[src/include/pid_sleep_pkg.sv]
// constants, register map and types for the process loop with sleep control
package pid_sleep_pkg;
  // ------------------------------------------------------------
  // widths
  // ------------------------------------------------------------
  localparam int ADDR_W = 8;
  localparam int VAL_W = 16;
  localparam int KP_W = 9;
  localparam int TI_W = 15;
  localparam int TD_W = 12;
  localparam int DLY_W = 19;
  localparam int CNT_W = 16;
  localparam int ERR_W = 18;
  localparam int ACC_W = 32;
  localparam int SUM_W = 34;
  localparam int PRD_W = 44;
  // ------------------------------------------------------------
  // register byte offsets
  // ------------------------------------------------------------
  localparam logic [ADDR_W-1:0] ADDR_MODE = 8'h00;
  localparam logic [ADDR_W-1:0] ADDR_KP = 8'h04;
  localparam logic [ADDR_W-1:0] ADDR_TI = 8'h08;
  localparam logic [ADDR_W-1:0] ADDR_TD = 8'h0c;
  localparam logic [ADDR_W-1:0] ADDR_SLEEP_DLY = 8'h10;
  localparam logic [ADDR_W-1:0] ADDR_WAKE_MARGIN = 8'h14;
  localparam logic [ADDR_W-1:0] ADDR_STEADY_DLY = 8'h18;
  localparam logic [ADDR_W-1:0] ADDR_STEADY_BAND = 8'h1c;
  localparam logic [ADDR_W-1:0] ADDR_REFERENCE = 8'h20;
  localparam logic [ADDR_W-1:0] ADDR_MIN_SPEED = 8'h24;
  localparam logic [ADDR_W-1:0] ADDR_MAX_SPEED = 8'h28;
  localparam logic [ADDR_W-1:0] ADDR_STOPMIN_DLY = 8'h2c;
  localparam logic [ADDR_W-1:0] ADDR_STATUS = 8'h30;
  localparam logic [ADDR_W-1:0] ADDR_SPEED = 8'h34;
  localparam logic [ADDR_W-1:0] ADDR_FEEDBACK = 8'h38;
  // ------------------------------------------------------------
  // ranges and reset values (gain in tenths, times in 0.01 s)
  // ------------------------------------------------------------
  localparam int KP_MAX = 300;
  localparam int KP_RST = 10;
  localparam int KP_SCALE = 10;
  localparam int TI_MIN = 1;
  localparam int TI_MAX = 30000;
  localparam int TI_RST = 100;
  localparam int TD_MAX = 3000;
  localparam int DLY_MAX = 360000;
  localparam int MARGIN_MAX = 10000;
  localparam int VAL_MAX = 65535;
  localparam int ACC_LIM = 1000000000;
  localparam logic [1:0] MODE_OFF = 2'h0;
  localparam logic [1:0] MODE_NORMAL = 2'h1;
  localparam logic [1:0] MODE_INVERT = 2'h2;
  // status bit positions
  localparam int STAT_SLEEP = 0;
  localparam int STAT_TEST = 1;
  localparam int STAT_STOP = 2;
  localparam int STAT_CNT_LSB = 16;
  // ------------------------------------------------------------
  // timing: one control tick is 0.01 s
  // ------------------------------------------------------------
  localparam int TICK_TIME_US = 10000;
  localparam int CLK_MHZ = 25;
  localparam int TICK_CYCLES = TICK_TIME_US * CLK_MHZ;
  typedef enum logic [1:0] {ST_RUN, ST_STEADY, ST_SLEEP} loop_state_t;
endpackage

[src/include/pid_if.sv]
// signals between the sleep controller and its pid core
`timescale 1ns/1ps
interface pid_if;
  import pid_sleep_pkg::*;
  logic tick;
  logic run;
  logic freeze;
  logic invert;
  logic [KP_W-1:0] kp;
  logic [TI_W-1:0] ti;
  logic [TD_W-1:0] td;
  logic [VAL_W-1:0] ref_val;
  logic [VAL_W-1:0] fb;
  logic [VAL_W-1:0] min_spd;
  logic [VAL_W-1:0] max_spd;
  logic [VAL_W-1:0] out;
  modport ctl (output tick, run, freeze, invert, kp, ti, td, ref_val, fb, min_spd, max_spd, input out);
  modport core (input tick, run, freeze, invert, kp, ti, td, ref_val, fb, min_spd, max_spd, output out);
endinterface

[src/rtl/pid_core.sv]
// discrete pid core, one update per control tick
`timescale 1ns/1ps
module pid_core
  import pid_sleep_pkg::*;
(
  // clock and reset
  input wire logic pclk,
  input wire logic presetn,
  // controller link
  pid_if.core bus
);
  logic signed [ERR_W-1:0] err;
  logic signed [ERR_W-1:0] err_prev_r;
  logic signed [ACC_W-1:0] acc_r;
  logic signed [ACC_W-1:0] acc_nxt;
  logic signed [SUM_W-1:0] i_term;
  logic signed [SUM_W-1:0] d_term;
  logic signed [SUM_W-1:0] sum;
  logic signed [PRD_W-1:0] u;
  logic signed [PRD_W-1:0] u_min;
  logic signed [PRD_W-1:0] u_max;
  logic sat_hi;
  logic sat_lo;
  logic [VAL_W-1:0] out_r;

  // ------------------------------------------------------------
  // control law
  // ------------------------------------------------------------
  always_comb begin
    if (bus.invert) begin
      err = $signed({2'b00, bus.fb}) - $signed({2'b00, bus.ref_val});
    end else begin
      err = $signed({2'b00, bus.ref_val}) - $signed({2'b00, bus.fb});
    end
    i_term = SUM_W'(acc_r) / $signed(SUM_W'({1'b0, bus.ti}));
    d_term = $signed(SUM_W'({1'b0, bus.td})) * (SUM_W'(err) - SUM_W'(err_prev_r));
    sum = SUM_W'(err) + i_term + d_term;
    u = (PRD_W'(sum) * $signed(PRD_W'({1'b0, bus.kp}))) / $signed(PRD_W'(KP_SCALE));
    u_min = $signed(PRD_W'({1'b0, bus.min_spd}));
    u_max = $signed(PRD_W'({1'b0, bus.max_spd}));
    sat_hi = (u >= u_max);
    sat_lo = (u <= u_min);
    acc_nxt = acc_r + ACC_W'(err);
    if (acc_nxt > $signed(ACC_W'(ACC_LIM))) begin
      acc_nxt = $signed(ACC_W'(ACC_LIM));
    end else if (acc_nxt < -$signed(ACC_W'(ACC_LIM))) begin
      acc_nxt = -$signed(ACC_W'(ACC_LIM));
    end
  end

  // ------------------------------------------------------------
  // state update
  // ------------------------------------------------------------
  always_ff @(posedge pclk or negedge presetn) begin
    if (!presetn) begin
      acc_r <= '0;
      err_prev_r <= '0;
      out_r <= '0;
    end else if (bus.tick) begin
      if (!bus.run) begin
        acc_r <= '0;
        err_prev_r <= '0;
        out_r <= bus.min_spd;
      end else begin
        err_prev_r <= err;
        if (sat_hi) begin
          out_r <= bus.max_spd;
        end else if (sat_lo) begin
          out_r <= bus.min_spd;
        end else begin
          out_r <= u[VAL_W-1:0];
        end
        // hold the sum while saturated in the same direction, else it winds up
        if (!bus.freeze && !(sat_hi && err > 0) && !(sat_lo && err < 0)) begin
          acc_r <= acc_nxt;
        end
      end
    end
  end

  assign bus.out = out_r;
endmodule

[src/rtl/process_pid_sleep_control.sv]
// process loop controller with sleep and steady-state test, apb registers
//
// Design decisions made here: the register offsets and the APB slave port.
`timescale 1ns/1ps
// What this block does
// - mode 0 off, mode 1 normal sense
// - mode 2 runs controller inverted
// - gain 0.0 to 30.0, reset 1.0
// - integral time 0.01 to 300 s, reset 1.00
// - derivative 0 to 30 s, reset zero
// - sleep after full delay at minimum speed
// - sleep delay 0.01 to 3600 s, zero off
// - active sleep delay overrides stop-below-min timer
// - normal wake below reference minus margin
// - inverted wake above reference plus margin
// - wake margin 0 to 10000, reset zero
// - sleep status visible outside
// - steady test after in-band wait delay
// - test steps speed down by band, by one when band is zero
// - error leaving band aborts the test
// - minimum reached: success, sleep if enabled
// - steady band 0 to 10000, reset zero
module process_pid_sleep_control
  import pid_sleep_pkg::*;
#(
  parameter int TICK_CYCLES_P = TICK_CYCLES
) (
  // clock and reset
  input wire logic pclk,
  input wire logic presetn,
  // apb slave
  input wire logic [ADDR_W-1:0] paddr,
  input wire logic psel,
  input wire logic penable,
  input wire logic pwrite,
  input wire logic [31:0] pwdata,
  output logic [31:0] prdata,
  output logic pready,
  output logic pslverr,
  // process side
  input wire logic [VAL_W-1:0] feedback,
  output logic [VAL_W-1:0] speed_cmd,
  output logic sleep_status,
  output logic stop_cmd,
  output logic steady_test_active
);
  localparam logic [31:0] TICK_LAST = 32'(TICK_CYCLES_P - 1);

  function automatic logic [31:0] clamp_u(input logic [31:0] v, input logic [31:0] lo, input logic [31:0] hi);
    logic [31:0] r;
    r = v;
    if (v < lo) begin
      r = lo;
    end else if (v > hi) begin
      r = hi;
    end
    return r;
  endfunction

  function automatic logic [VAL_W-1:0] abs_diff(input logic [VAL_W-1:0] a, input logic [VAL_W-1:0] b);
    logic [VAL_W-1:0] r;
    r = (a > b) ? (a - b) : (b - a);
    return r;
  endfunction

  // ------------------------------------------------------------
  // settings
  // ------------------------------------------------------------
  logic [1:0] mode_r;
  logic [KP_W-1:0] kp_r;
  logic [TI_W-1:0] ti_r;
  logic [TD_W-1:0] td_r;
  logic [DLY_W-1:0] sleep_dly_r;
  logic [VAL_W-1:0] wake_margin_r;
  logic [DLY_W-1:0] steady_dly_r;
  logic [VAL_W-1:0] steady_band_r;
  logic [VAL_W-1:0] ref_r;
  logic [VAL_W-1:0] min_spd_r;
  logic [VAL_W-1:0] max_spd_r;
  logic [DLY_W-1:0] stopmin_dly_r;
  // bus state
  logic wr_en;
  logic [31:0] rd_val;
  logic rd_err;
  logic [31:0] prdata_r;
  logic pready_r;
  logic pslverr_r;
  // loop state
  logic [31:0] tick_cnt_r;
  logic tick;
  logic [VAL_W-1:0] fb_s1_r;
  logic [VAL_W-1:0] fb_s2_r;
  loop_state_t state_r;
  logic [DLY_W-1:0] sleep_cnt_r;
  logic [DLY_W-1:0] stopmin_cnt_r;
  logic [DLY_W-1:0] steady_cnt_r;
  logic [VAL_W-1:0] test_speed_r;
  logic [CNT_W-1:0] success_cnt_r;
  logic [VAL_W-1:0] speed_cmd_r;
  logic sleep_r;
  logic stop_r;
  logic test_r;
  logic closed;
  logic sleep_on;
  logic steady_on;
  logic at_min;
  logic in_band;
  logic wake;
  logic sleep_due;
  logic steady_due;
  logic [VAL_W-1:0] step;
  logic [VAL_W:0] fb_ext;
  logic [VAL_W:0] ref_ext;
  logic [VAL_W:0] marg_ext;
  pid_if pif();

  // ------------------------------------------------------------
  // apb slave: zero wait states, data staged in the setup cycle
  // ------------------------------------------------------------
  assign wr_en = psel && penable && pwrite;

  always_ff @(posedge pclk or negedge presetn) begin
    if (!presetn) begin
      mode_r <= MODE_OFF;
      kp_r <= KP_W'(KP_RST);
      ti_r <= TI_W'(TI_RST);
      td_r <= '0;
      sleep_dly_r <= '0;
      wake_margin_r <= '0;
      steady_dly_r <= '0;
      steady_band_r <= '0;
      ref_r <= '0;
      min_spd_r <= '0;
      max_spd_r <= VAL_W'(VAL_MAX);
      stopmin_dly_r <= '0;
    end else if (wr_en) begin
      case (paddr)
        ADDR_MODE: begin
          // reserved code 3 falls back to off
          mode_r <= (pwdata[1:0] == MODE_NORMAL || pwdata[1:0] == MODE_INVERT) ? pwdata[1:0] : MODE_OFF;
        end
        ADDR_KP: begin
          kp_r <= KP_W'(clamp_u(pwdata, 32'h0, 32'(KP_MAX)));
        end
        ADDR_TI: begin
          ti_r <= TI_W'(clamp_u(pwdata, 32'(TI_MIN), 32'(TI_MAX)));
        end
        ADDR_TD: begin
          td_r <= TD_W'(clamp_u(pwdata, 32'h0, 32'(TD_MAX)));
        end
        ADDR_SLEEP_DLY: begin
          sleep_dly_r <= DLY_W'(clamp_u(pwdata, 32'h0, 32'(DLY_MAX)));
        end
        ADDR_WAKE_MARGIN: begin
          wake_margin_r <= VAL_W'(clamp_u(pwdata, 32'h0, 32'(MARGIN_MAX)));
        end
        ADDR_STEADY_DLY: begin
          steady_dly_r <= DLY_W'(clamp_u(pwdata, 32'h0, 32'(DLY_MAX)));
        end
        ADDR_STEADY_BAND: begin
          steady_band_r <= VAL_W'(clamp_u(pwdata, 32'h0, 32'(MARGIN_MAX)));
        end
        ADDR_REFERENCE: begin
          ref_r <= pwdata[VAL_W-1:0];
        end
        ADDR_MIN_SPEED: begin
          min_spd_r <= pwdata[VAL_W-1:0];
        end
        ADDR_MAX_SPEED: begin
          max_spd_r <= pwdata[VAL_W-1:0];
        end
        ADDR_STOPMIN_DLY: begin
          stopmin_dly_r <= DLY_W'(clamp_u(pwdata, 32'h0, 32'(DLY_MAX)));
        end
        default: begin
        end
      endcase
    end
  end

  always_comb begin
    rd_val = '0;
    rd_err = 1'b0;
    case (paddr)
      ADDR_MODE: rd_val = 32'(mode_r);
      ADDR_KP: rd_val = 32'(kp_r);
      ADDR_TI: rd_val = 32'(ti_r);
      ADDR_TD: rd_val = 32'(td_r);
      ADDR_SLEEP_DLY: rd_val = 32'(sleep_dly_r);
      ADDR_WAKE_MARGIN: rd_val = 32'(wake_margin_r);
      ADDR_STEADY_DLY: rd_val = 32'(steady_dly_r);
      ADDR_STEADY_BAND: rd_val = 32'(steady_band_r);
      ADDR_REFERENCE: rd_val = 32'(ref_r);
      ADDR_MIN_SPEED: rd_val = 32'(min_spd_r);
      ADDR_MAX_SPEED: rd_val = 32'(max_spd_r);
      ADDR_STOPMIN_DLY: rd_val = 32'(stopmin_dly_r);
      ADDR_STATUS: begin
        rd_val[STAT_SLEEP] = sleep_r;
        rd_val[STAT_TEST] = test_r;
        rd_val[STAT_STOP] = stop_r;
        rd_val[STAT_CNT_LSB +: CNT_W] = success_cnt_r;
      end
      ADDR_SPEED: rd_val = 32'(speed_cmd_r);
      ADDR_FEEDBACK: rd_val = 32'(fb_s2_r);
      default: rd_err = 1'b1;
    endcase
  end

  always_ff @(posedge pclk or negedge presetn) begin
    if (!presetn) begin
      prdata_r <= '0;
      pslverr_r <= 1'b0;
      pready_r <= 1'b1;
    end else begin
      pready_r <= 1'b1;
      if (psel && !penable) begin
        prdata_r <= pwrite ? 32'h0 : rd_val;
        pslverr_r <= rd_err;
      end
    end
  end

  // ------------------------------------------------------------
  // control tick and feedback synchroniser
  // ------------------------------------------------------------
  always_ff @(posedge pclk or negedge presetn) begin
    if (!presetn) begin
      tick_cnt_r <= '0;
    end else if (tick_cnt_r >= TICK_LAST) begin
      tick_cnt_r <= '0;
    end else begin
      tick_cnt_r <= tick_cnt_r + 32'h1;
    end
  end

  assign tick = (tick_cnt_r == TICK_LAST);

  // word is sampled per bit; sensor value must change slowly against pclk
  always_ff @(posedge pclk or negedge presetn) begin
    if (!presetn) begin
      fb_s1_r <= '0;
      fb_s2_r <= '0;
    end else begin
      fb_s1_r <= feedback;
      fb_s2_r <= fb_s1_r;
    end
  end

  // ------------------------------------------------------------
  // conditions
  // ------------------------------------------------------------
  assign closed = (mode_r == MODE_NORMAL) || (mode_r == MODE_INVERT);
  assign sleep_on = (sleep_dly_r != '0);
  assign steady_on = (steady_dly_r != '0);
  assign at_min = (pif.out <= min_spd_r);
  assign in_band = (abs_diff(ref_r, fb_s2_r) <= steady_band_r);
  assign fb_ext = {1'b0, fb_s2_r};
  assign ref_ext = {1'b0, ref_r};
  assign marg_ext = {1'b0, wake_margin_r};
  // compare in sums so a margin above the reference cannot wrap
  assign wake = (mode_r == MODE_INVERT) ? (fb_ext > ref_ext + marg_ext)
                                        : (fb_ext + marg_ext < ref_ext);
  assign sleep_due = sleep_on && (sleep_cnt_r >= sleep_dly_r);
  assign steady_due = steady_on && (steady_cnt_r >= steady_dly_r);
  // a zero band would never reach minimum, so step by one instead
  assign step = (steady_band_r == '0) ? VAL_W'(1) : steady_band_r;

  // ------------------------------------------------------------
  // timers, counted in control ticks
  // ------------------------------------------------------------
  always_ff @(posedge pclk or negedge presetn) begin
    if (!presetn) begin
      sleep_cnt_r <= '0;
    end else if (state_r != ST_RUN || !closed || !sleep_on || !at_min) begin
      sleep_cnt_r <= '0;
    end else if (tick && !sleep_due) begin
      sleep_cnt_r <= sleep_cnt_r + DLY_W'(1);
    end
  end

  always_ff @(posedge pclk or negedge presetn) begin
    if (!presetn) begin
      stopmin_cnt_r <= '0;
    end else if (!closed || sleep_on || !at_min || stopmin_dly_r == '0) begin
      stopmin_cnt_r <= '0;
    end else if (tick && stopmin_cnt_r < stopmin_dly_r) begin
      stopmin_cnt_r <= stopmin_cnt_r + DLY_W'(1);
    end
  end

  always_ff @(posedge pclk or negedge presetn) begin
    if (!presetn) begin
      steady_cnt_r <= '0;
    end else if (state_r != ST_RUN || !closed || !steady_on || !in_band) begin
      steady_cnt_r <= '0;
    end else if (tick && !steady_due) begin
      steady_cnt_r <= steady_cnt_r + DLY_W'(1);
    end
  end

  // ------------------------------------------------------------
  // sleep and steady test sequence
  // ------------------------------------------------------------
  always_ff @(posedge pclk or negedge presetn) begin
    if (!presetn) begin
      state_r <= ST_RUN;
      test_speed_r <= '0;
      success_cnt_r <= '0;
    end else begin
      case (state_r)
        ST_RUN: begin
          if (closed && sleep_due) begin
            state_r <= ST_SLEEP;
          end else if (closed && steady_due) begin
            state_r <= ST_STEADY;
            test_speed_r <= pif.out;
          end
        end
        ST_STEADY: begin
          if (!closed) begin
            state_r <= ST_RUN;
          end else if (tick) begin
            if (!in_band) begin
              state_r <= ST_RUN;
            end else if (test_speed_r <= min_spd_r + step) begin
              test_speed_r <= min_spd_r;
              success_cnt_r <= success_cnt_r + CNT_W'(1);
              state_r <= sleep_on ? ST_SLEEP : ST_RUN;
            end else begin
              test_speed_r <= test_speed_r - step;
            end
          end
        end
        ST_SLEEP: begin
          if (!closed || wake) begin
            state_r <= ST_RUN;
          end
        end
        default: begin
          state_r <= ST_RUN;
        end
      endcase
    end
  end

  // ------------------------------------------------------------
  // outputs
  // ------------------------------------------------------------
  always_ff @(posedge pclk or negedge presetn) begin
    if (!presetn) begin
      speed_cmd_r <= '0;
      sleep_r <= 1'b0;
      stop_r <= 1'b0;
      test_r <= 1'b0;
    end else begin
      sleep_r <= (state_r == ST_SLEEP);
      test_r <= (state_r == ST_STEADY);
      stop_r <= stopmin_dly_r != '0 && stopmin_cnt_r >= stopmin_dly_r;
      if (!closed) begin
        speed_cmd_r <= VAL_W'(clamp_u(32'(ref_r), 32'(min_spd_r), 32'(max_spd_r)));
      end else if (state_r == ST_SLEEP) begin
        speed_cmd_r <= '0;
      end else if (state_r == ST_STEADY) begin
        speed_cmd_r <= test_speed_r;
      end else begin
        speed_cmd_r <= pif.out;
      end
    end
  end

  assign prdata = prdata_r;
  assign pready = pready_r;
  assign pslverr = pslverr_r;
  assign speed_cmd = speed_cmd_r;
  assign sleep_status = sleep_r;
  assign stop_cmd = stop_r;
  assign steady_test_active = test_r;

  // ------------------------------------------------------------
  // pid core
  // ------------------------------------------------------------
  assign pif.tick = tick;
  assign pif.run = closed;
  assign pif.freeze = (state_r != ST_RUN);
  assign pif.invert = (mode_r == MODE_INVERT);
  assign pif.kp = kp_r;
  assign pif.ti = ti_r;
  assign pif.td = td_r;
  assign pif.ref_val = ref_r;
  assign pif.fb = fb_s2_r;
  assign pif.min_spd = min_spd_r;
  assign pif.max_spd = max_spd_r;

  pid_core u_core (
    .pclk(pclk),
    .presetn(presetn),
    .bus(pif.core)
  );
endmodule

[config.mk]
export PLATFORM = sky130hd
export DESIGN_NAME = process_pid_sleep_control
export DESIGN_NICKNAME = d
export VERILOG_FILES = /design/src/include/pid_sleep_pkg.sv /design/src/include/pid_if.sv /design/src/rtl/pid_core.sv /design/src/rtl/process_pid_sleep_control.sv
export SDC_FILE = /design/constraint.sdc
export NUM_CORES = 2
export LEC_CHECK = 0
export BUFFER_PORTS_ARGS = -buffer_cell sky130_fd_sc_hd__buf_4
export CAP_MARGIN = 40
export CORE_UTILIZATION = 50
export CTS_BUF_LIST = sky130_fd_sc_hd__clkbuf_8
export DETAILED_ROUTE_END_ITERATION = 8
export GPL_ROUTABILITY_DRIVEN = 0
export PLACE_DENSITY_LB_ADDON = 0.05
export SYNTH_ARGS = -nofsm -noshare
export SYNTH_HDL_FRONTEND = slang
export SYNTH_SLANG_ARGS = --single-unit
[constraint.sdc]
create_clock -name pclk -period 182.6 [get_ports pclk]
set_input_delay 18.26 -clock pclk [delete_from_list [all_inputs] [get_ports pclk]]
set_output_delay 18.26 -clock pclk [all_outputs]
set_load 0.02 [all_outputs]
==> results.sh <==
export IMPL_slew_viol_final=0
export IMPL_grt_overflow=0
export IMPL_fin_skew_ps=80.2
export IMPL_synth_seq_area_share=0.130
export IMPL_synth_edf_count=0
export IMPL_yosysWarnings=0
export IMPL_setup_viol=0
export IMPL_max_slew_margin=0.249
export IMPL_htree_levels=3
export IMPL_clock_latency_ps=760
export IMPL_required_ps=183220
export IMPL_status="finished clean"
export IMPL_post_cts_buffers=0
export IMPL_crit_top_cell="o21a_1"
export IMPL_numPortBuffers=112
export IMPL_path_clk_slew_ps=60
export IMPL_clock_sinks=447
export IMPL_worstMarginPinSlew_ps=1130
export IMPL_antenna_found_initial=6
export IMPL_nets=12300
export IMPL_synthTopCellsByArea="ha_1, fa_1, dfrtp_1"
export IMPL_final_setup_tns_ps=0
export IMPL_firstDrtPassIters=9
export IMPL_grt_pass1_wl_microns=464000
export IMPL_ys_ff_latch=447
export IMPL_cp_end_kind="register"
export IMPL_period_needed_ps=151220
export IMPL_critPathMaxFanout=53
export IMPL_worstSetupPathType="reg2reg"
export IMPL_start_util=0.503
export IMPL_cts_tree="yes"
export IMPL_drc=0
export IMPL_synth_cell_types=148
export IMPL_fin_crit_sh=0.828
export IMPL_hpwl_microns=239000
export IMPL_grt_start_max_net_pins=163
export IMPL_cap_viol_max_count=0
export IMPL_drt_vias_per_instance=6.22
export IMPL_worst_path_max_delay_cell="or3_1"
export IMPL_postCtsHoldBufs=0
export IMPL_fmax_ghz=0.00661
export IMPL_ctsResizeCount=0
export IMPL_vias=82000
export IMPL_synth_area_per_cell_sq_um=8.02
export IMPL_yosys_area_top_type="ha_1"
export IMPL_min_path_type="reg2reg"
export IMPL_cp_arrival_ps=151840
export IMPL_core_area_sq_um=172000
export IMPL_layout_drive_gt1_share=0.0886
export IMPL_wirelength_microns=297000
export IMPL_ant_nets=0
export IMPL_grt_total_usage=0.336
export IMPL_synth_top_area_share=0.135
export IMPL_cts_root_buf="clkbuf_8"
export IMPL_hold_viol_final=0
export IMPL_syn_inst=10800
export IMPL_rows=152
export IMPL_grt_setup_unrepaired="false"
export IMPL_area_delta_synth_final_pct=6.93
export IMPL_wl_per_cell_microns=22.5
export IMPL_dr_first_iter_drc_count=7566
export IMPL_async_flop_share=1.00
export IMPL_cts_buffer_depth=3
export IMPL_die_height_microns=418
export IMPL_cts_buffers_inserted=79
export IMPL_ioPinCount=114
export IMPL_ys_flop_type="dfrtp_1"
export IMPL_syn_area_sq_um=86300
export IMPL_grt_pass1_vias=79900
export IMPL_cp_start_kind="register"
export IMPL_max_stage_delay_ps=770
export IMPL_fp_dieArea_sq_um=174000
export IMPL_die_w_microns=418
final timing paths:
check,from,to,slack [ps],cells after the start
setup reg to reg,u_core.acc_r[9],u_core.acc_r[9],31380,603
hold / removal,fb_s1_r[0],fb_s2_r[0],290,0
min in group asynchronous,presetn,prdata[22],17560,1
max in group asynchronous,presetn,fb_s1_r[0],163080,4
hold reg to reg,fb_s1_r[0],fb_s2_r[0],290,0
setup / recovery,u_core.acc_r[9],u_core.acc_r[9],31380,603
metrics by stage:
stage / hold WS (ps) / setup WS, ps / std cells / util / cell area (sq um)
global route: 290 / 19250 / 13200 / 0.538 / 92300
finish: 292 / 31380 / 13200 / 0.538 / 92300
detailed placement: 335 / 33830 / 13000 / 0.528 / 90600
CTS: 281 / 33200 / 13200 / 0.538 / 92300
global placement: 333 / 36010 / 13000 / 0.524 / 89800
floorplan: 331 / 48990 / 10800 / - / 86400
metal layers:
| layer | GRT usage | routed length (microns) |
|---|---|---|
| met1 | 0.440 | 125000 |
| met2 | 0.540 | 132000 |
| met3 | 0.0512 | 22300 |
| met4 | 0.164 | 16800 |
| met5 | 0 | 35 |
cells by family (layout without fill, tap and decap cells):
kind of cell | count (synthesis) | count (layout) | share of synthesized area
xor+xnor | 685 | 685 | 0.0699
buf+inv | 1432 | 1513 | 0.0641
mux | 357 | 357 | 0.0452
flops | 447 | 447 | 0.130
compound gates | 2843 | 2843 | 0.226
fa+ha+maj | 1481 | 1481 | 0.262
other cells | 2 | 21 | 0.0000870
simple gates | 3520 | 3520 | 0.203
state kept, by name, summed over array words and instances, names as in the netlist, 17 cells and up:
register and count:
prdata 32, sleep_cnt_r 19, sleep_dly_r 19, steady_cnt_r 19, steady_dly_r 19, stopmin_cnt_r 19
stopmin_dly_r 19, tick_cnt_r 32, u_core.acc_r 32, u_core.err_prev_r 17
cells in the final DEF, fill, tap and decap left out, types with 203 or more instances in the layout:
cell,n
inv_1,1048
ha_1,933
nor2_1,878
nand2_1,873
a21oi_1,654
fa_1,544
o21ai_0,501
xnor2_1,435
dfrtp_1,422
nor3_1,346
and2_1,319
buf_4,308
o21a_1,260
xor2_1,244
mux2_2,233
a21o_1,231
nand3_1,203
Yosys cell counts, drive strengths merged, types with 261 or more instances:
master	count
a21oi	667
and2	320
clkbuf	325
dfrtp	426
fa	544
ha	934
inv	1031
nand2	875
nor2	887
nor3	353
o21a	261
o21ai	559
xnor2	441
worst max-delay path, delay by kind of cell, from the launching register on:
kind | cells | cell delay, ps
XOR/XNOR | 8 | 3300
AND/OR/NAND/NOR | 142 | 36490
buffers and inverters | 30 | 5100
flip-flops | 1 | 460
AO/OA/AOI/OAI | 363 | 84000
adder cells (fa/ha/maj) | 47 | 16440
multiplexers | 13 | 4880
layout make-up:
type                    count  area [sq um]
well taps                2310          2890
clock buffers              93          1280
diodes                      4          10.0
fillers                 16500         79200
multi-input cells        8903         69800
repair buffers            339          2840
clock inverters            49           444
flip-flops and latches    447         11200
inverters                1032          3870
Power is not shown: default switching activity piles up to over one toggle a cycle in this logic, so the estimate is an artifact.
